$ cat src/logic/timer_two_pkg.sv
// package: register map, bit positions and timing constants of the timer-two block
package timer_two_pkg;
    // register byte addresses (word aligned)
    localparam logic [3:0] addr_control = 4'h0;
    localparam logic [3:0] addr_count = 4'h4;
    localparam logic [3:0] addr_capture = 4'h8;
    localparam int addr_width = 4;
    // control register bit positions
    localparam int bit_count_source_select = 0;
    localparam int bit_capture_reload_select = 1;
    localparam int bit_run_control = 2;
    localparam int bit_ext_trigger_enable = 3;
    localparam int bit_rx_baud_clock_select = 4;
    localparam int bit_tx_baud_clock_select = 5;
    localparam int bit_ext_trigger_flag = 6;
    localparam int bit_overflow_flag = 7;
    // reset values
    localparam logic [7:0] control_reset = 8'h00;
    localparam logic [15:0] count_reset = 16'h0000;
    localparam logic [15:0] capture_reset = 16'h0000;
    // machine cycle in oscillator periods, and phase positions within it
    localparam int osc_per_machine_cycle = 12;
    localparam logic [3:0] sample_phase = 4'h9;
    localparam logic [3:0] update_phase = 4'h4;
    localparam logic [3:0] phase_last = 4'(osc_per_machine_cycle - 1);
    typedef enum logic [1:0] {
        mode_off = 2'b00,
        mode_reload = 2'b01,
        mode_capture = 2'b10,
        mode_baud = 2'b11
    } mode_t;
endpackage

$ cat src/logic/falling_edge_sampler.sv
// falling-edge detector sampling a pin once per machine cycle
`timescale 1ns/100ps
module falling_edge_sampler (
    input wire logic mclk,
    input wire logic sys_rst,
    input wire logic sample_en,
    input wire logic pin,
    output logic fall
);
    logic prev_reg;
    logic cur_reg;

    // two samples a machine cycle apart: high then low marks an edge
    always_ff @(posedge mclk) begin
        if (sys_rst) begin
            prev_reg <= 1'b1;
            cur_reg <= 1'b1;
        end else if (sample_en) begin
            prev_reg <= cur_reg;
            cur_reg <= pin;
        end
    end

    assign fall = prev_reg & ~cur_reg;
endmodule

$ cat src/logic/timer_two_capture_counter.sv
// timer-two counter with external capture, as an avalon-mm slave
`timescale 1ns/100ps
module timer_two_capture_counter
    import timer_two_pkg::*;
(
    input wire logic mclk,
    input wire logic sys_rst,
    input wire logic [addr_width-1:0] avs_address,
    input wire logic avs_read,
    input wire logic avs_write,
    input wire logic [31:0] avs_writedata,
    input wire logic [3:0] avs_byteenable,
    output logic [31:0] avs_readdata,
    output logic avs_waitrequest,
    input wire logic count_input_pin,
    input wire logic trigger_input_pin,
    output logic overflow_flag,
    output logic ext_trigger_flag
);
    // ------------------------------------------------------------
    // machine cycle phase divider
    // ------------------------------------------------------------
    logic [3:0] phase_reg;
    wire sample_en = (phase_reg == sample_phase);
    wire update_en = (phase_reg == update_phase);
    wire cycle_en = (phase_reg == phase_last);

    always_ff @(posedge mclk) begin
        if (sys_rst || cycle_en) begin
            phase_reg <= 4'h0;
        end else begin
            phase_reg <= phase_reg + 4'h1;
        end
    end

    // ------------------------------------------------------------
    // pin edge detection
    // ------------------------------------------------------------
    logic count_fall;
    logic trig_fall;

    // per-cycle samples mean pulses shorter than a cycle may be missed
    falling_edge_sampler count_edge (
        .mclk(mclk),
        .sys_rst(sys_rst),
        .sample_en(sample_en),
        .pin(count_input_pin),
        .fall(count_fall)
    );

    falling_edge_sampler trig_edge (
        .mclk(mclk),
        .sys_rst(sys_rst),
        .sample_en(sample_en),
        .pin(trigger_input_pin),
        .fall(trig_fall)
    );

    // an edge is seen at sample_phase and held until the next update_phase
    logic count_pend_reg;
    logic trig_pend_reg;
    always_ff @(posedge mclk) begin
        if (sys_rst) begin
            count_pend_reg <= 1'b0;
            trig_pend_reg <= 1'b0;
        end else if (cycle_en) begin
            count_pend_reg <= count_fall;
            trig_pend_reg <= trig_fall;
        end else if (update_en) begin
            count_pend_reg <= 1'b0;
            trig_pend_reg <= 1'b0;
        end
    end

    // ------------------------------------------------------------
    // control and mode decode
    // ------------------------------------------------------------
    logic [7:0] control_reg;
    logic [7:0] count_high_reg;
    logic [7:0] count_low_reg;
    logic [7:0] capture_high_reg;
    logic [7:0] capture_low_reg;

    wire run_control = control_reg[bit_run_control];
    wire count_source_select = control_reg[bit_count_source_select];
    wire capture_reload_select = control_reg[bit_capture_reload_select];
    wire ext_trigger_enable = control_reg[bit_ext_trigger_enable];
    wire baud_any = control_reg[bit_tx_baud_clock_select] | control_reg[bit_rx_baud_clock_select];

    mode_t mode;
    assign mode = !run_control ? mode_off :
                  baud_any ? mode_baud :
                  capture_reload_select ? mode_capture : mode_reload;

    wire capture_mode = (mode == mode_capture);
    wire tick = count_source_select ? (update_en & count_pend_reg) : cycle_en;
    wire count_step = capture_mode & tick;
    wire [15:0] count_now = {count_high_reg, count_low_reg};
    wire [16:0] count_sum = {1'b0, count_now} + 17'h00001;
    wire overflow = count_step & count_sum[16];
    wire trigger_hit = capture_mode & ext_trigger_enable & update_en & trig_pend_reg;

    // ------------------------------------------------------------
    // avalon-mm slave, one wait state on reads
    // ------------------------------------------------------------
    logic rd_done_reg;
    wire sel_control = (avs_address == addr_control);
    wire sel_count = (avs_address == addr_count);
    wire sel_capture = (avs_address == addr_capture);
    wire wr_control = avs_write & sel_control & avs_byteenable[0];
    wire wr_count_lo = avs_write & sel_count & avs_byteenable[0];
    wire wr_count_hi = avs_write & sel_count & avs_byteenable[1];
    wire wr_cap_lo = avs_write & sel_capture & avs_byteenable[0];
    wire wr_cap_hi = avs_write & sel_capture & avs_byteenable[1];

    assign avs_waitrequest = avs_read & ~rd_done_reg;

    wire [31:0] read_mux = sel_control ? {24'h000000, control_reg} :
                           sel_count ? {16'h0000, count_now} :
                           sel_capture ? {16'h0000, capture_high_reg, capture_low_reg} :
                           32'h00000000;

    always_ff @(posedge mclk) begin
        if (sys_rst) begin
            rd_done_reg <= 1'b0;
            avs_readdata <= 32'h00000000;
        end else begin
            rd_done_reg <= avs_read & ~rd_done_reg;
            if (avs_read & ~rd_done_reg) begin
                avs_readdata <= read_mux;
            end
        end
    end

    // ------------------------------------------------------------
    // control register and sticky flags
    // ------------------------------------------------------------
    logic [7:0] control_next;
    always_comb begin
        control_next = control_reg;
        if (wr_control) begin
            control_next = avs_writedata[7:0];
        end
        // hardware set wins over a same-cycle software clear
        if (overflow) begin
            control_next[bit_overflow_flag] = 1'b1;
        end
        if (trigger_hit) begin
            control_next[bit_ext_trigger_flag] = 1'b1;
        end
    end

    always_ff @(posedge mclk) begin
        if (sys_rst) begin
            control_reg <= control_reset;
        end else begin
            control_reg <= control_next;
        end
    end

    assign overflow_flag = control_reg[bit_overflow_flag];
    assign ext_trigger_flag = control_reg[bit_ext_trigger_flag];

    // ------------------------------------------------------------
    // count and capture registers
    // ------------------------------------------------------------
    // counting takes priority over a software write landing on the same step
    always_ff @(posedge mclk) begin
        if (sys_rst) begin
            {count_high_reg, count_low_reg} <= count_reset;
        end else if (count_step) begin
            {count_high_reg, count_low_reg} <= count_sum[15:0];
        end else begin
            if (wr_count_lo) begin
                count_low_reg <= avs_writedata[7:0];
            end
            if (wr_count_hi) begin
                count_high_reg <= avs_writedata[15:8];
            end
        end
    end

    always_ff @(posedge mclk) begin
        if (sys_rst) begin
            {capture_high_reg, capture_low_reg} <= capture_reset;
        end else if (trigger_hit) begin
            capture_high_reg <= count_high_reg;
            capture_low_reg <= count_low_reg;
        end else begin
            if (wr_cap_lo) begin
                capture_low_reg <= avs_writedata[7:0];
            end
            if (wr_cap_hi) begin
                capture_high_reg <= avs_writedata[15:8];
            end
        end
    end
endmodule

$ cat config.mk
export PLATFORM = sky130hd
export DESIGN_NAME = timer_two_capture_counter
export DESIGN_NICKNAME = d
export VERILOG_FILES = /design/src/logic/timer_two_pkg.sv /design/src/logic/falling_edge_sampler.sv /design/src/logic/timer_two_capture_counter.sv
export SDC_FILE = /design/constraint.sdc
export NUM_CORES = 1
export LEC_CHECK = 0
export BUFFER_PORTS_ARGS = -buffer_cell sky130_fd_sc_hd__clkbuf_2
export CAP_MARGIN = 25
export CORE_MARGIN = 2
export CORE_UTILIZATION = 58
export DETAILED_ROUTE_END_ITERATION = 10
export PLACE_DENSITY = 0.85
export SLEW_MARGIN = 20
export SYNTH_ARGS = -nofsm -noshare
export SYNTH_HDL_FRONTEND = slang
export SYNTH_SLANG_ARGS = --single-unit
$ cat constraint.sdc
create_clock -name mclk -period 3.8 [get_ports mclk]
set_input_delay 0.38 -clock mclk [delete_from_list [all_inputs] [get_ports mclk]]
set_output_delay 0.38 -clock mclk [all_outputs]
set_load 0.05 [all_outputs]
== Yosys cells after proc, flatten, opt, wreduce, memory -nomap -nowiden ==
Cells that the tools add are included.
Storage, ports and cells
  flip-flop bits (word level): 83
  input port bits: 46
  output and inout port bits: 35
  logic and storage cells: 75
Cells by class
  add/subtract/negate cells: 2
  eq/ne operators: 6
  multiplexer cells: 21
  bitwise operators: 21
  reduce and logical (&&, ||, !) cells: 9
Operator list (number)
  8-bit 2-to-1 mux: 9
  16-bit 2-to-1 mux: 3
  16-bit by 1-bit adder with 17-bit output (second input constant): 1
  1-bit bitwise AND: 17
  2-bit nonzero test: 7
  4-bit equality test (second input constant): 3
  4-bit by 3-bit equality test with 1-bit output (second input constant): 2
  1-bit 2-to-1 mux: 6
  2-bit 2-to-1 mux: 3
  4-bit by 1-bit adder with 4-bit output (second input constant): 1
  4-bit logical NOT: 1
  1-bit NOT: 3
  2-bit equality test (second input constant): 1
  1-bit logical OR: 1
  1-bit bitwise OR: 1

== Longest topological paths before layout ==
Gate-level depths: netlist (run 1).
  word-level depth: 8
  depth in mapped cells: 9
  depth with buffers taken out: 7

== Cells and area by module ==
From an unflattened synthesis (run 1), not the netlist that was laid out.
Second synthesis, totals
  cells, all modules: 394
  area, all modules: 3395.8 um^2
Modules (own cells, without submodules)
  timer_two_capture_counter: times used 1, cells each 380, area each 3238.1 um^2, seq. area each 1261.2 um^2
  falling_edge_sampler: times used 2, cells each 7, area each 78.8 um^2, seq. area each 40.0 um^2

== Worst setup path after synthesis (run 1) ==
OpenSTA, ideal clock, no wires.
  kind: reg-to-reg
  start: reg phase_reg[0]
  end: reg count_high_reg[1]
  library setup time: 0.121 ns
  data arrival time: 1.544 ns
  data required time: 3.679 ns
  slack: 2.135 ns
  stages on the path, launching flop included: 9
  path buffers: 1
  clock period less this slack: 1.665 ns
  cell sequence: dfxtp_1 inv_1 ha_1 nand3b_1 o22ai_1 buf_2 nand2_1 o31ai_1 nor3_1
Between the ends
  word-level cells in the longest chain between the ends: 5
  elaborated cells between the ends (all ways): 7
  classes of those cells: eq/ne (2); mux (2); bitwise (2); reduce/logical (1)
Ends and longest elaborated chain
  start: declaration: line timer_two_capture_counter.sv:23  | logic [3:0] phase_reg;
  start signal: assignment: line timer_two_capture_counter.sv:32  | phase_reg <= phase_reg + 4'h1;
  4-bit by 3-bit equality test with 1-bit output: line timer_two_capture_counter.sv:25  | wire update_en = (phase_reg == update_phase);
  1-bit bitwise AND: line timer_two_capture_counter.sv:96  | wire tick = count_source_select ? (update_en & count_pend_reg) : cycle_en;
  1-bit 2-to-1 mux (*): line timer_two_capture_counter.sv:96
  1-bit bitwise AND (*): line timer_two_capture_counter.sv:97  | wire count_step = capture_mode & tick;
  8-bit 2-to-1 mux or 2-bit nonzero test (tied branches)
  end signal: assignment: line timer_two_capture_counter.sv:170  | {count_high_reg, count_low_reg} <= count_reset;
  end signal: assignment: line timer_two_capture_counter.sv:172  | {count_high_reg, count_low_reg} <= count_sum[15:0];
  end signal: assignment: line timer_two_capture_counter.sv:178  | count_high_reg <= avs_writedata[15:8];
  end: declaration: line timer_two_capture_counter.sv:79  | logic [7:0] count_high_reg;
Every way passes the cells marked *; elsewhere a longest branch is shown, timed or not.
A chain may end at the register's enable or synchronous reset.

== Worst setup path after layout (run 1) ==
  start: reg rd_done_reg
  end: out avs_waitrequest
Between the ends
  word-level cells in the longest chain between the ends: 2
Ends and longest elaborated chain
  start: declaration: line timer_two_capture_counter.sv:106  | logic rd_done_reg;
  start signal: assignment: line timer_two_capture_counter.sv:128  | rd_done_reg <= avs_read & ~rd_done_reg;
  1-bit NOT: line timer_two_capture_counter.sv:116  | assign avs_waitrequest = avs_read & ~rd_done_reg;
  1-bit bitwise AND: line timer_two_capture_counter.sv:116
  end: declaration: line timer_two_capture_counter.sv:14  | output logic avs_waitrequest,
Every way passes these cells.

==> flow_summary.json, run 1 <==
{
  "swShare": 0.2667,
  "peakVddDrop_mv": 0.2565,
  "clk_latency_ns": 0.35,
  "ys_top_cells_by_count": "dfxtp_1, nor2_1, a21oi_1, nand2_1, mux2i_1",
  "hold_class": "in2reg",
  "regToRegSetupSlack_ns": 1.34,
  "hpwl_mm": 5.821,
  "die_height_um": 81.68,
  "yosysWarnings": 0,
  "clkTransAtPathRegs_ns": 0.07,
  "port-buffer-count": 46,
  "finalSetupTns_ns": 0,
  "synth_top_cell_by_area": "dfxtp_1",
  "core_um2": 5886,
  "antenna_cells": 0,
  "synth_area_leaders": "dfxtp_1, mux2i_1, nor2_1",
  "cts-root-buf": "clkbuf_8",
  "synth_seq_cells": 67,
  "cp.required_ns": 3.42,
  "synth.most_common_cell": "dfxtp_1",
  "hold_end": "count_edge.cur_reg",
  "p_clk_frac": 0.401,
  "path_max_fanout": 18,
  "grt_pass1_vias": 2802,
  "post_cts_resized": 0,
  "syn_area_um2": 3500,
  "grt_busiest_layer": "met2",
  "critical-path-max-stage-delay_ns": 0.59,
  "dieArea_um2": 6671,
  "synthFlopType": "dfxtp_1",
  "fin_crit_sh": 0.6749,
  "fillCellCount": 475,
  "antenna_left": 0,
  "drv_slew": 0,
  "fin_crit_ns": 2.565,
  "start_kind": "flip-flop",
  "nNetsFinal": 489,
  "cts_tree": "built",
  "arrival_ns": 2.18,
  "min_delay_path_depth": 3,
  "start_util": 0.5946,
  "p_sw_w": 0.0003973,
  "rsz0062_at_grt": "false",
  "synth_edf_count": 0,
  "clock_sinks": 67,
  "cts_setup_buffers": 0,
  "ioPinCount": 81,
  "drtIter0Drc": 325,
  "use_met2": 0.4025,
  "async_flop_share": 0,
  "syn_avg_cell_area_um2": 8.662,
  "area_delta_synth_final_pct": 9.546,
  "synth.area.mux_share": 0.06900,
  "seq_power_share": 0.488,
  "largest_register": "avs_readdata",
  "drive_above_1_share": 0.1693,
  "yosys.area_share.xor_xnor": 0.005005,
  "finClkSkew_ns": 0.006841,
  "worstHoldStart": "count_input_pin",
  "maxCapViolations": 0,
  "synth_cell_types": 49,
  "rr_endpoint": "count_high_reg[1]",
  "syn_inst": 404,
  "cts_hold_buffers": 0,
  "fp.dieW_um": 81.68,
  "reg2reg_from": "phase_reg[0]",
  "power_density_nw_per_um2": 388.5,
  "cts_inserted_buffers": 9,
  "critPathSlowestCell": "clkinv_1",
  "cp-end-kind": "output pin",
  "synth-compound-area-share": 0.2109,
  "holdWs_ns": 0.2623,
  "hold_viol_final": 0,
  "postRouteWirelength_mm": 8.347,
  "leakagePower_nw": 1.476,
  "post-synth-top-area-fraction": 0.3833,
  "grt_pass1_wl_mm": 13.07,
  "cp_num_buf_inv": 2,
  "setup_viol": 0,
  "grt_use_met3": 0.07473,
  "rr_worst_depth": 7,
  "use_met1": 0.3288,
  "p_int_w": 0.001092,
  "synthSimpleGateAreaFrac": 0.2292,
  "antenna_found_initial": 0,
  "grt_usage": 0.2557,
  "relSlewSlack": 0.3587,
  "crit_type": "reg2out",
  "synth_seq_area_share": 0.3833,
  "cpLargestDelayFamily": "buffers and inverters",
  "wire_per_inst_um": 16.11,
  "combPwrFrac": 0.111,
  "yosys.area_share.adder": 0.01430,
  "vias": 3172,
  "clk_path_buf_depth": 2,
  "worst_pin_slew_ns": 0.9619,
  "firstDrtPassIters": 5,
  "htree_levels": 3,
  "row_count": 28,
  "overflow": 0,
  "largest_reg_flops": 16,
  "status": "completed",
  "drc_errors": 0,
  "place.gp.congestion": 0.8282,
  "path_cells": "nand2b_1 > clkinv_1 > clkbuf_2",
  "timing.fmax_ghz": 0.3899,
  "synth_top_family_by_area": "simple AND/OR/NAND/NOR gates",
  "vias_per_cell": 6.124,
  "grt_max_degree": 45
}
==> cells by family (layout without fill, tap and decap cells) <==
group           after synthesis  after routing
mux                          24             24
flops                        67             67
xor+xnor                      2              2
simple gates                154            154
fa+ha+maj                     4              4
other cells                   1             16
compound gates              102            102
buf+inv                      50             74
==> cell type report <==
class | instances | area, um^2 | share of cell area
repair buffers | 49 | 252.7 | 0.06593
clock buffers | 13 | 158.9 | 0.04145
flip-flops and latches | 67 | 1341 | 0.3499
well taps | 75 | 93.84 | 0.02448
clock inverters | 2 | 35.03 | 0.009138
inverters | 10 | 37.54 | 0.009791
multi-input cells | 302 | 1914 | 0.4993
==> layer usage <==
metal / share of wire / wire length [um]
met1: 0.44 / 3646
met2: 0.46 / 3830
met5: 0 / 0
met4: 0.029 / 239
met3: 0.075 / 630
==> worst max-delay path by stage <==
| stage | startpoint | to | cells after the start |
|---|---|---|---|
| 2_1_floorplan | phase_reg[0] | count_high_reg[1] | 8 |
| 3_3_place_gp | phase_reg[0] | count_high_reg[1] | 6 |
| 3_5_place_dp | avs_read | avs_waitrequest | 4 |
| 4_1_cts | rd_done_reg | avs_waitrequest | 3 |
| 5_1_grt | rd_done_reg | avs_waitrequest | 3 |
| 6_report | rd_done_reg | avs_waitrequest | 3 |
==> stage by stage <==
step	cells	total power, W	area (um^2)	util	worst slack (ns)
finish	518	0.001490	3834	0.6514	1.235
global route	518	0.001535	3834	0.6514	1.093
CTS	518	0.001491	3834	0.6514	1.214
detailed placement	503	0.0009066	3640	0.6184	1.459
global placement	503	0.0009019	3640	0.6184	1.414
floorplan	419	0.0008760	3556	-	2.135
==> placed cells by master, fill, tap and decap left out, types with 9 or more instances in the layout <==
master    netlist  layout
o211ai_1       14      14
nand2b_1       10      10
nor2_1         47      47
a211oi_1       12      12
inv_1           9       9
and3_1         12      12
nand3_1        13      13
conb_1          1      16
a21oi_1        32      32
nor3_1         19      18
clkbuf_8        0      11
nand2_1        26      26
clkbuf_2        0      46
dfxtp_1        67      67
mux2i_1        23      23
==> power groups by stage <==
stage / Sequential, W / Combinational [W] / Clock (W)
after floorplan: 0.000763 / 0.000113 / 0
after global placement: 0.000742 / 0.000160 / 0
after detailed placement: 0.000742 / 0.000164 / 0
after CTS: 0.000726 / 0.000165 / 0.000600
after global routing: 0.000728 / 0.000178 / 0.000629
final: 0.000727 / 0.000166 / 0.000597
==> worst min-delay path: stages <==
cell      delay [ns]
clkbuf_2        0.07
o21ai_0         0.07
nand2_1         0.06
No activity file was read; power rests on OpenSTA's default activity.
==> run 2: changes to the inputs <==
--- a/config.mk
+++ b/config.mk
@@ -8,9 +8,9 @@
 export BUFFER_PORTS_ARGS = -buffer_cell sky130_fd_sc_hd__clkbuf_2
 export CAP_MARGIN = 25
 export CORE_MARGIN = 2
-export CORE_UTILIZATION = 58
+export CORE_UTILIZATION = 49
 export DETAILED_ROUTE_END_ITERATION = 10
-export PLACE_DENSITY = 0.85
+export PLACE_DENSITY = 0.77
 export SLEW_MARGIN = 20
 export SYNTH_ARGS = -nofsm -noshare
 export SYNTH_HDL_FRONTEND = slang
==> constraint.sdc (replaced) <==
create_clock -name mclk -period 2.16 [get_ports mclk]
set_input_delay 0.216 -clock mclk [delete_from_list [all_inputs] [get_ports mclk]]
set_output_delay 0.216 -clock mclk [all_outputs]
set_load 0.05 [all_outputs]
==> run 2 against run 1 <==
Net effect: register-to-register slack worse by 1.1 ns; clock skew grew 0.0096 ns; critical path depth increased by 4; largest power group unchanged; sequential share of layout area decreased by 1.2 points; hold slack lost 0.17 ns; critical path type is now reg2reg; utilization fell by 7.4 points; cell area rose by 3.5%; largest cell class unchanged.
==> flow_summary.json, run 2 (synthesis gave the netlist of run 1 again) <==
{
  "status": "completed",
  "fin_ws_ns": 0.2386,
  "finClkSkew_ns": 0.01649,
  "relSlewSlack": 0.5346,
  "fillCellCount": 644,
  "critPathSlowestCell": "nor2_1",
  "drv_slew": 0,
  "drtIter0Drc": 215,
  "antenna_cells": 0,
  "peakVddDrop_mv": 0.3156,
  "rr_worst_depth": 7,
  "power_density_nw_per_um2": 663.0,
  "cts_hold_buffers": 0,
  "largest_reg_flops": 16,
  "instances_no_fill": 552,
  "postRouteWirelength_mm": 8.529,
  "critical-path-max-stage-delay_ns": 0.42,
  "antenna_found_initial": 0,
  "fp.dieW_um": 88.51,
  "post_cts_resized": 0,
  "multi_input_area_um2": 1914,
  "crit_type": "reg2reg",
  "dp_cells": 536,
  "area_delta_synth_final_pct": 13.34,
  "path_max_fanout": 7,
  "arrival_ns": 2.20,
  "setup_viol": 0,
  "vias_per_cell": 5.734,
  "core_um2": 6869,
  "crit_start": "phase_reg[1]",
  "firstDrtPassIters": 5,
  "drive_above_1_share": 0.1974,
  "seqCellArea_um2": 1341,
  "final_common_cell": "dfxtp_1",
  "cts_inserted_buffers": 9,
  "worst_pin_slew_ns": 0.6980,
  "vias": 3165,
  "clk_path_buf_depth": 2,
  "overflow": 0,
  "cp-end-kind": "flip-flop",
  "grt_pass1_vias": 2830,
  "drc_errors": 0,
  "regToRegSetupSlack_ns": 0.24,
  "rsz0062_at_grt": "false",
  "reg2reg_from": "phase_reg[1]",
  "dieArea_um2": 7834,
  "maxCapViolations": 0,
  "cpLargestDelayFamily": "compound AO/OA/AOI/OAI gates",
  "start_kind": "flip-flop",
  "worst-path-stages": 7,
  "clkTransAtPathRegs_ns": 0.07,
  "htree_levels": 3,
  "endpoint": "count_low_reg[6]",
  "cp_num_buf_inv": 1,
  "wire_per_inst_um": 15.45,
  "hpwl_mm": 6.201,
  "hold_class": "in2reg",
  "grt_max_degree": 32,
  "fin_crit_ns": 1.921,
  "largest_register": "avs_readdata",
  "ioPinCount": 81,
  "finalSetupTns_ns": 0,
  "hold_viol_final": 0,
  "die_height_um": 88.51,
  "clk_latency_ns": 0.36,
  "grt_usage": 0.2258,
  "start_util": 0.5095,
  "cts_tree": "built",
  "leakagePower_nw": 1.538,
  "clock_sinks": 67,
  "path_cells": "inv_1 > ha_1 > nand3b_1 > o22a_1 > nor2_1 > a32oi_1 > a21oi_1",
  "rr_endpoint": "count_low_reg[6]",
  "row_count": 30,
  "fin_crit_sh": 0.8896,
  "timing.fmax_ghz": 0.5204,
  "place.gp.congestion": 0.8707,
  "port-buffer-count": 46,
  "nNetsFinal": 501,
  "antenna_left": 0,
  "cts-root-buf": "clkbuf_8",
  "grt_pass1_wl_mm": 13.62,
  "cp.required_ns": 2.44,
  "dpl_worst_slack_ns": 0.2794,
  "final_cell_mix": "dfxtp_1, nor2_1, clkbuf_2",
  "cts_setup_buffers": 0
}
run 2: changes by cell type in the layout (fill, tap and decap cells not counted), moves of 2 or more:
cell      delta
buf_4       +11
clkbuf_1     -2
clkbuf_8     -2
inv_6        +2
run 2: stage by stage:
step | cell area, um^2 | power, W | utilization | hold WS, ns
finish | 3966 | 0.002630 | 0.5774 | 0.09002
CTS | 3966 | 0.002651 | 0.5774 | 0.08221
global placement | 3769 | 0.001596 | 0.5486 | 0.4383
global route | 3966 | 0.002737 | 0.5774 | 0.1070
floorplan | 3556 | 0.001541 | - | 0.3520
detailed placement | 3769 | 0.001602 | 0.5486 | 0.4448
run 2: power breakdown:
group	switching [W]	internal (W)	total [W]
clock	0.000516	0.000538	0.00105
sequential	0.0000177	0.00126	0.00128
combinational	0.000221	0.0000771	0.000298
run 2: routing by layer:
metal	up-vias	GRT usage	share of wire
met5	-	0	0
met2	141	0.3472	0.47
met1	1465	0.3026	0.45
met4	0	0.09504	0.017
met3	17	0.05690	0.065
li1	1542	-	-
run 2: worst reg2reg max path: cells and delay by family (launching register included):
kind | cells | cell delay (ns)
simple gates | 2 | 0.60
fa+ha+maj | 1 | 0.14
compound gates | 3 | 0.70
flops | 1 | 0.33
buf+inv | 1 | 0.08
run 2: worst min-delay path by stage:
stage                       from           endpoint  slack, ns  depth (start not counted)
6_report       trigger_input_pin  trig_edge.cur_reg       0.09                          3
5_1_grt        trigger_input_pin  trig_edge.cur_reg       0.11                          3
4_1_cts        trigger_input_pin  trig_edge.cur_reg       0.08                          3
3_5_place_dp     avs_readdata[5]    avs_readdata[5]       0.44                          2
3_3_place_gp     avs_readdata[5]    avs_readdata[5]       0.44                          2
2_1_floorplan   avs_writedata[8]  count_high_reg[0]       0.35                          2
run 2: final cells by class:
type                            instances  area share
Clock inverter                          7     0.01861
Timing Repair Buffer                   61     0.08959
Multi-Input combinational cell        302      0.4827
Clock buffer                            9     0.03123
Sequential cell                        67      0.3382
Inverter                               10    0.009464
Tap cell                               96     0.03028
==> run 3: changes to the inputs <==
--- a/config.mk
+++ b/config.mk
@@ -10,7 +10,7 @@
 export CORE_MARGIN = 2
 export CORE_UTILIZATION = 49
 export DETAILED_ROUTE_END_ITERATION = 10
-export PLACE_DENSITY = 0.77
+export PLACE_DENSITY = 0.78
 export SLEW_MARGIN = 20
 export SYNTH_ARGS = -nofsm -noshare
 export SYNTH_HDL_FRONTEND = slang
==> run 3 against run 2 <==
Net effect: utilization increased by 0.24 points; combinational power about the same; clock power up 7%; wire length fell by 3.3%; critical path depth down 1; hold slack better by 0.012 ns; die area unchanged; clock skew decreased by 0.0095 ns; sequential power hardly changed; register-to-register slack better by 0.02 ns; sequential share of layout area decreased by 0.14 points.
==> flow_summary.json, run 3 (synthesis gave the netlist of run 1 again) <==
{
  "final_common_cell": "dfxtp_1",
  "regToRegSetupSlack_ns": 0.26,
  "rr_endpoint": "count_low_reg[4]",
  "arrival_ns": 2.18,
  "drv_slew": 0,
  "worst_pin_slew_ns": 0.5229,
  "clock_sinks": 67,
  "dieArea_um2": 7834,
  "cts_tree": "built",
  "drive_above_1_share": 0.1952,
  "finalSetupTns_ns": 0,
  "peakVddDrop_mv": 0.4387,
  "relSlewSlack": 0.6501,
  "fin_crit_ns": 1.903,
  "clkTransAtPathRegs_ns": 0.07,
  "htree_levels": 3,
  "vias_per_cell": 5.737,
  "largest_reg_flops": 16,
  "start_util": 0.5095,
  "place.gp.congestion": 0.8970,
  "wire_per_inst_um": 14.94,
  "leakagePower_nw": 1.549,
  "vias": 3167,
  "cts_setup_buffers": 0,
  "instances_no_fill": 552,
  "hpwl_mm": 6.120,
  "clk_path_buf_depth": 2,
  "cts_hold_buffers": 0,
  "dp_cells": 537,
  "cp.required_ns": 2.44,
  "worstHoldStart": "trigger_input_pin",
  "fin_crit_sh": 0.8812,
  "largest_register": "avs_readdata",
  "start_kind": "flip-flop",
  "clk_latency_ns": 0.35,
  "grt_usage": 0.2175,
  "hold_class": "in2reg",
  "core_um2": 6869,
  "overflow": 0,
  "final_cell_mix": "dfxtp_1, nor2_1, clkbuf_2",
  "post_cts_resized": 0,
  "cts-root-buf": "clkbuf_8",
  "ioPinCount": 81,
  "drc_errors": 0,
  "hold_viol_final": 0,
  "critical-path-max-stage-delay_ns": 0.44,
  "power_density_nw_per_um2": 675.8,
  "antenna_cells": 0,
  "port-buffer-count": 46,
  "reg2reg_from": "phase_reg[0]",
  "die_height_um": 88.51,
  "timing.fmax_ghz": 0.5254,
  "firstDrtPassIters": 4,
  "antenna_found_initial": 0,
  "rsz0062_at_grt": "false",
  "grt_pass1_vias": 2733,
  "cp-end-kind": "flip-flop",
  "rr_worst_depth": 6,
  "nNetsFinal": 502,
  "cts_inserted_buffers": 9,
  "row_count": 30,
  "crit_type": "reg2reg",
  "finClkSkew_ns": 0.006953,
  "maxCapViolations": 0,
  "path_cells": "ha_1 > nand3b_1 > o22a_1 > nor2_1 > a32oi_1 > a21oi_1",
  "setup_viol": 0,
  "area_delta_synth_final_pct": 13.80,
  "hold_end": "trig_edge.cur_reg",
  "min_delay_path_depth": 3,
  "status": "completed",
  "fp.dieW_um": 88.51,
  "antenna_left": 0,
  "critPathSlowestCell": "nor2_1",
  "grt_pass1_wl_mm": 13.10,
  "path_max_fanout": 7,
  "postRouteWirelength_mm": 8.247,
  "grt_max_degree": 26,
  "drtIter0Drc": 155
}
## run 3: changes by cell type in the layout (fill, tap and decap cells not counted)
| cell | delta |
|---|---|
| inv_6 | -2 |
| buf_4 | +1 |
| bufinv_16 | +1 |
| clkbuf_1 | +1 |
| clkinvlp_4 | -1 |
## run 3: stage by stage
| stage | util | hold slack, ns | setup WS, ns | cell area [um^2] | total power, W |
|---|---|---|---|---|---|
| floorplan | - | 0.3520 | 0.4949 | 3556 | 0.001541 |
| global placement | 0.5497 | 0.4380 | 0.3409 | 3776 | 0.001595 |
| detailed placement | 0.5497 | 0.4457 | 0.2924 | 3776 | 0.001600 |
| CTS | 0.5798 | 0.09760 | 0.2586 | 3983 | 0.002702 |
| global route | 0.5798 | 0.1153 | 0.03165 | 3983 | 0.002797 |
| finish | 0.5798 | 0.1019 | 0.2565 | 3983 | 0.002691 |
## run 3: final cells by class
cell class                      instances  area, um^2
Fill cell                             624        2887
Multi-Input combinational cell        302        1914
Sequential cell                        67        1341
Timing Repair Buffer                   62       362.8
Clock buffer                           10       127.6
Tap cell                               96       120.1
Clock inverter                          5       78.83
Inverter                               10       37.54
## run 3: metal layers
metal  GRT usage  part of all wire
met5           0                 0
met3     0.05317             0.068
met2      0.3390              0.46
met1      0.2881              0.46
met4     0.09229             0.019
## run 3: worst max-delay path: cells and delay by family, from the launching register on
family          cells  cell delay [ns]
simple gates        2             0.59
flops               1             0.40
compound gates      3             0.64
fa+ha+maj           1             0.19
## run 3: worst max path at each step
stage / startpoint / endpoint / slack, ns / cells past startpoint
2_1_floorplan: phase_reg[0] / count_high_reg[1] / 0.49 / 8
3_3_place_gp: phase_reg[0] / count_low_reg[4] / 0.34 / 7
3_5_place_dp: phase_reg[0] / count_high_reg[4] / 0.29 / 6
4_1_cts: phase_reg[0] / count_high_reg[4] / 0.26 / 6
5_1_grt: phase_reg[0] / count_high_reg[4] / 0.03 / 6
6_report: phase_reg[0] / count_low_reg[4] / 0.26 / 6
## run 3: power breakdown
group          internal, W  switching [W]
clock network     0.000642       0.000477
registers          0.00126      0.0000181
logic            0.0000775       0.000218
total              0.00198       0.000712
